[config.mk]
export PLATFORM = sky130hd
export DESIGN_NAME = asrc_host
export DESIGN_NICKNAME = d
export VERILOG_FILES = /design/src/hdl/asrc_pkg.sv /design/src/hdl/asrc_host.sv /design/src/hdl/asrc_sync2.sv
export SDC_FILE = /design/constraint.sdc
export NUM_CORES = 1
export LEC_CHECK = 0
export BUFFER_PORTS_ARGS = -buffer_cell sky130_fd_sc_hd__buf_2
export CAP_MARGIN = 15
export CORE_UTILIZATION = 49
export CTS_CLUSTER_DIAMETER = 60
export CTS_CLUSTER_SIZE = 14
export DETAILED_ROUTE_END_ITERATION = 8
export MAX_ROUTING_LAYER = met4
export PLACE_DENSITY_LB_ADDON = 0.08
export SYNTH_ARGS = -nofsm -noshare
export SYNTH_HDL_FRONTEND = slang
export SYNTH_SLANG_ARGS = --single-unit
[constraint.sdc]
create_clock -name ref_clk -period 1.6 [get_ports ref_clk]
set_input_delay 0.08 -clock ref_clk [delete_from_list [all_inputs] [get_ports ref_clk]]
set_output_delay 0.08 -clock ref_clk [all_outputs]
set_load 0.01 [all_outputs]
[src/hdl/asrc_pkg.sv]
package asrc_pkg;
  localparam int ADDR_W = 17;
  localparam int DATA_W = 8;
  localparam int CLK_PERIOD_NS = 40;
  // Pin timing, slowest speed grade, in ns
  localparam int T_ACCESS_NS = 15;
  localparam int T_WRITE_PULSE_NS = 10;
  localparam int T_WE_TO_FLOAT_NS = 7;
  localparam int T_DATA_SETUP_NS = 8;
  localparam int T_ADDR_SETUP_NS = 8;
  localparam int T_DESELECT_POWERDOWN_NS = 15;
  localparam int READ_CYCLES = (T_ACCESS_NS + CLK_PERIOD_NS - 1) / CLK_PERIOD_NS;
  localparam int WRITE_CYCLES =
    (T_WE_TO_FLOAT_NS + T_DATA_SETUP_NS + CLK_PERIOD_NS - 1) / CLK_PERIOD_NS;
  localparam int GAP_CYCLES =
    (T_DESELECT_POWERDOWN_NS + CLK_PERIOD_NS - 1) / CLK_PERIOD_NS;
  localparam int CNT_W = 4;
  localparam logic [CNT_W-1:0] CNT_ZERO = 4'h0;
  localparam logic [CNT_W-1:0] CNT_ONE = 4'h1;
  localparam logic [CNT_W-1:0] READ_CNT = CNT_W'(READ_CYCLES);
  localparam logic [CNT_W-1:0] WRITE_CNT = CNT_W'(WRITE_CYCLES);
  localparam logic [CNT_W-1:0] GAP_CNT = CNT_W'(GAP_CYCLES);
  typedef enum logic [2:0] {
    ST_IDLE, ST_RD_SETUP, ST_RD_WAIT, ST_WR_SETUP, ST_WR_PULSE, ST_WR_HOLD, ST_GAP
  } asrc_state_e;
endpackage : asrc_pkg

[src/hdl/asrc_host.sv]
`timescale 1ns/1ps
`default_nettype none
// How it works
// - Both strobes driven low to start write.
// - Data held stable across terminating strobe rise.
// - Write pulse covers float delay plus setup.
// - Address loaded on the same clock edge that chip select falls.
// - No data driven while device drives lines.
// - Write enable held high during reads.
// - Read with select, output enable low.
module asrc_host
  import asrc_pkg::*;
#(
  parameter int AW = asrc_pkg::ADDR_W,
  parameter int DW = asrc_pkg::DATA_W
) (
  input wire logic ref_clk,
  input wire logic rst_n,
  input wire logic reqValid,
  input wire logic reqWrite,
  input wire logic [AW-1:0] reqAddr,
  input wire logic [DW-1:0] reqData,
  output logic reqReady,
  output logic rspValid,
  output logic [DW-1:0] rspData,
  output logic [AW-1:0] addressLines,
  output logic chipSelN,
  output logic outEnN,
  output logic writeEnN,
  input wire logic [DW-1:0] dataLinesIn,
  output logic [DW-1:0] dataLinesOut,
  output logic [DW-1:0] dataLinesOeN
);
  import asrc_pkg::*;

  asrc_state_e state;
  asrc_state_e next_state;
  logic [CNT_W-1:0] count;
  logic [CNT_W-1:0] next_count;
  logic [DW-1:0] dataSync;

  // Read data comes from the pins, so it is resynchronised
  asrc_sync2 #(.WIDTH(DW)) uDataSync (
    .ref_clk(ref_clk),
    .rst_n(rst_n),
    .din(dataLinesIn),
    .dout(dataSync)
  );

  wire logic accept = reqReady && reqValid;
  wire logic countDone = (count == CNT_ZERO);
  wire logic [CNT_W-1:0] countDec = count - CNT_ONE;
  // Two sync stages plus the access time
  wire logic [CNT_W-1:0] readLoad = READ_CNT + 4'h2;

  always_comb begin
    next_state = state;
    next_count = countDec;
    case (state)
      ST_IDLE: begin
        next_count = CNT_ZERO;
        if (accept) begin
          next_state = reqWrite ? ST_WR_SETUP : ST_RD_SETUP;
        end
      end
      ST_RD_SETUP: begin
        next_state = ST_RD_WAIT;
        next_count = readLoad;
      end
      ST_RD_WAIT: begin
        if (countDone) begin
          next_state = ST_GAP;
          next_count = GAP_CNT;
        end
      end
      ST_WR_SETUP: begin
        next_state = ST_WR_PULSE;
        next_count = WRITE_CNT;
      end
      ST_WR_PULSE: begin
        if (countDone) begin
          next_state = ST_WR_HOLD;
        end
      end
      ST_WR_HOLD: begin
        next_state = ST_GAP;
        next_count = GAP_CNT;
      end
      ST_GAP: begin
        if (countDone) begin
          next_state = ST_IDLE;
        end
      end
      default: begin
        next_state = ST_IDLE;
        next_count = CNT_ZERO;
      end
    endcase
  end

  // Strobe and pin levels for the next state
  wire logic nextSel = (next_state != ST_IDLE) && (next_state != ST_GAP);
  wire logic nextRd = (next_state == ST_RD_SETUP) || (next_state == ST_RD_WAIT);
  wire logic nextWrPulse = (next_state == ST_WR_PULSE);
  wire logic nextWrDrive = (next_state == ST_WR_SETUP) || nextWrPulse
                           || (next_state == ST_WR_HOLD);
  wire logic readDone = (state == ST_RD_WAIT) && countDone;

  always_ff @(posedge ref_clk) begin
    if (!rst_n) begin
      state <= ST_IDLE;
      count <= CNT_ZERO;
      reqReady <= 1'b0;
      rspValid <= 1'b0;
      rspData <= '0;
      addressLines <= '0;
      chipSelN <= 1'b1;
      outEnN <= 1'b1;
      writeEnN <= 1'b1;
      dataLinesOut <= '0;
      dataLinesOeN <= '1;
    end else begin
      state <= next_state;
      count <= next_count;
      reqReady <= (next_state == ST_IDLE) && !accept;
      rspValid <= readDone;
      if (readDone) begin
        rspData <= dataSync;
      end
      if (accept) begin
        addressLines <= reqAddr;
        dataLinesOut <= reqData;
      end
      chipSelN <= !nextSel;
      outEnN <= !nextRd;
      writeEnN <= !nextWrPulse;
      dataLinesOeN <= {DW{!nextWrDrive}};
    end
  end
endmodule : asrc_host
`default_nettype wire

[src/hdl/asrc_sync2.sv]
`timescale 1ns/1ps
`default_nettype none
module asrc_sync2 #(
  parameter int WIDTH = 8
) (
  input wire logic ref_clk,
  input wire logic rst_n,
  input wire logic [WIDTH-1:0] din,
  output logic [WIDTH-1:0] dout
);
  logic [WIDTH-1:0] stage1;
  always_ff @(posedge ref_clk) begin
    if (!rst_n) begin
      stage1 <= '0;
      dout <= '0;
    end else begin
      stage1 <= din;
      dout <= stage1;
    end
  end
endmodule : asrc_sync2
`default_nettype wire

==> flow_summary.ini <==
[placed_design]
place_area_sq_um = 2760
hpwl_um = 3110
gp_congestion = 0.756
place_ws_ps = -12.5
port_buffers = 82

[synthesis]
synthDominantCellAreaShare_pct = 52.8
synth_common_cells = nand2_1 (76), dfxtp_1 (62), a21boi_0 (25)
netlist_instances = 260
synth-edff-count = 0
async_flop_share_pct = 0
yosys_warnings = 0
ys_seq_elements = 62
synth_ff_type = dfxtp_1
avgSynthCellArea_sq_um = 9.04
synth.most_common_cell = nand2_1
synth_area_sq_um = 2350
synth_cell_types = 33
netlist_top_cells_area = dfxtp_1 (53%), nand2_1 (12%), a21boi_0 (8.0%)
yosys.area.top_type = dfxtp_1
synthesis.nets = 299
yosysSeqAreaShare_pct = 52.8

[critical_path]
cp.arrival_ps = 1760
reg2regPathDepth = 6
cpPeakStageDelay_ps = 400
path_cells = inv_2, ha_4, or3b_4, nor3_4, buf_6, mux2i_1
worst_setup_path_start_kind = flop
crit_path_end_kind = flop
rr_endpoint = rspData[6]
critical_path.slowest_cell = or3b_4
worstReg2RegStart = count[0]
worstPathRequired_ps = 1860
reg2reg_slack_ps = 100
path_class = flop to flop
path_max_fanout = 7

[cells_and_area]
final_cell_area_sq_um = 3330
multiInputGateArea_sq_um = 982
areaGrowthSynthToFinish_pct = 41.6
ff_latch_area_sq_um = 1240
layout.nets = 410
diodes = 0
drive_gt1_share_pct = 29.8
postLayoutCoreUtil_pct = 74.4
nFillCells = 345

[global_routing]
antenna_found_initial = 0
grt.overflow.total = 0
grt_pass1_wl_um = 8430
grt_max_degree = 43
grt_pass1_vias = 1920
grt.total_usage_pct = 22.4

[die]
fp.dieW_um = 71.3
die_area_sq_um = 5080
die_y_um = 71.3
start_util_pct = 52.5
ios = 83
core_sq_um = 4470
row_count = 24

[power]
p_leak_nw = 1.45
powerDensity_nw_per_um2 = 1450
peakVddDrop_v = 0.000864

[routing]
drt-initial-drc-count = 107
vias = 2077
drt_wl_total_um = 5210
wl_per_cell_um = 12.2
ant_nets = 0
drtPass1Iterations = 8
vias_per_cell = 4.85
drcViolationCount = 6

[cts]
cts_tree = yes
clk_pin_slew_ps = 60
cts.sinks = 62
numCtsBuffers = 9
h-tree-depth = 3
worst_skew_pair.late_latency_ps = 330
clk_path_buf_depth = 2
clockRootBuffer = clkbuf_8

[sta]
finalSetupTns_ps = 0
setup_viol = 0
postLayoutSetupSlackWorst_ps = 101
finalMaxSlewViolations = 0
fin_crit_ps = 1500
fin_crit_sh_pct = 93.7
hold_viol = 0
fmax_mhz = 667
skew_ps = 4.16
worst_slew_pin_slew_ps = 526
slew_headroom_pct = 64.9
rsz0062_at_grt = yes

[flow_run]
maxCapViolCount = 0

[hold_path]
min_to = dataLinesOut[7]
hp-start = reqData[7]
worstHoldPathType = input pin to flop
min_path_cells = 3

[status]
status = complete, but fails checks
violations = DRC
-- power by group --
part	internal [W]	switching, W
sequential	0.00176	0.000135
clock	0.000922	0.000571
combinational	0.000664	0.000782
total	0.00335	0.00149
-- layout make-up --
| class | count | area share, % |
|---|---|---|
| inverters | 3 | 0.338 |
| clock buffers | 13 | 4.48 |
| well taps | 52 | 1.96 |
| multi-input cells | 171 | 29.5 |
| flip-flops and latches | 62 | 37.3 |
| clock inverters | 3 | 2.03 |
| repair buffers | 124 | 24.3 |
-- layer usage --
layer	track usage (%)	part of all wire, %	vias up
met1	25.1	45	939
met5	-	0	-
li1	-	-	1057
met4	13.3	3.0	0
met3	5.49	4.2	18
met2	36.3	48	63
-- cell usage in the layout (no fill, tap or decap), types with 2 or more instances in the layout --
cell type,count
a21boi_0,25
a21oi_1,6
and2_1,18
buf_2,82
buf_4,9
bufinv_16,2
clkbuf_1,3
clkbuf_8,10
dfxtp_1,61
dlygate4sd3_1,32
inv_2,2
mux2i_1,10
nand2_1,76
nor2_1,7
nor2b_1,2
nor3_1,4
o21ai_0,3
xnor2_1,2
-- cells by family (layout without fill, tap and decap cells) --
family                   Yosys count  in the layout  synth area share, %
multiplexers                      10             10                 4.26
buffers and inverters             27            143                 6.18
adder cells (fa/ha/maj)            2              2                 1.06
AND/OR/NAND/NOR                  116            116                 22.5
XOR/XNOR                           2              2                0.746
AO/OA/AOI/OAI                     41             41                 12.4
flip-flops                        62             62                 52.8
-- how the worst max path moves through the flow --
stage | slack, ps | depth (start not counted) | endpoint | startpoint
after CTS | 4 | 6 | rspData[6] | count[0]
after global routing | -10 | 6 | rspData[6] | count[0]
after detailed placement | -10 | 6 | rspData[6] | count[0]
after floorplan | 130 | 6 | rspData[0] | count[0]
final | 100 | 6 | rspData[6] | count[0]
after global placement | 40 | 6 | rspData[5] | count[0]
-- per-stage QoR --
step                      hold slack [ps]  power, W  std cells
after global routing                 41.2   0.00512        428
after global placement                284   0.00322        379
final                                18.1   0.00484        428
after floorplan                       207   0.00285        260
after detailed placement              289   0.00324        379
after CTS                            7.10   0.00482        426
-- critical path: cells and delay by family (launching register included) --
| family | cells | cell delay [ps] |
|---|---|---|
| DFF | 1 | 330 |
| buffers and inverters | 2 | 240 |
| and+or+nand+nor | 2 | 550 |
| muxes | 1 | 190 |
| adders and majority gates | 1 | 120 |
-- sequential cells by signal, indices dropped and copies added (netlist names) --
signal            count
addressLines         17
dataLinesOut          8
rspData               8
uDataSync.dout        8
uDataSync.stage1      8
count                 4
state                 3
chipSelN              1
dataLinesOeN          1
outEnN                1
reqReady              1
rspValid              1
writeEnN              1
-- repair_timing --
action,4_1_cts,5_1_grt
setup endpoints to repair,6,9
resized for setup,2,5
hold endpoints to repair,31,1
pin swaps,0,2
buffers inserted,0,1
hold buffers,31,1
Power figures use the tool's default switching activity.
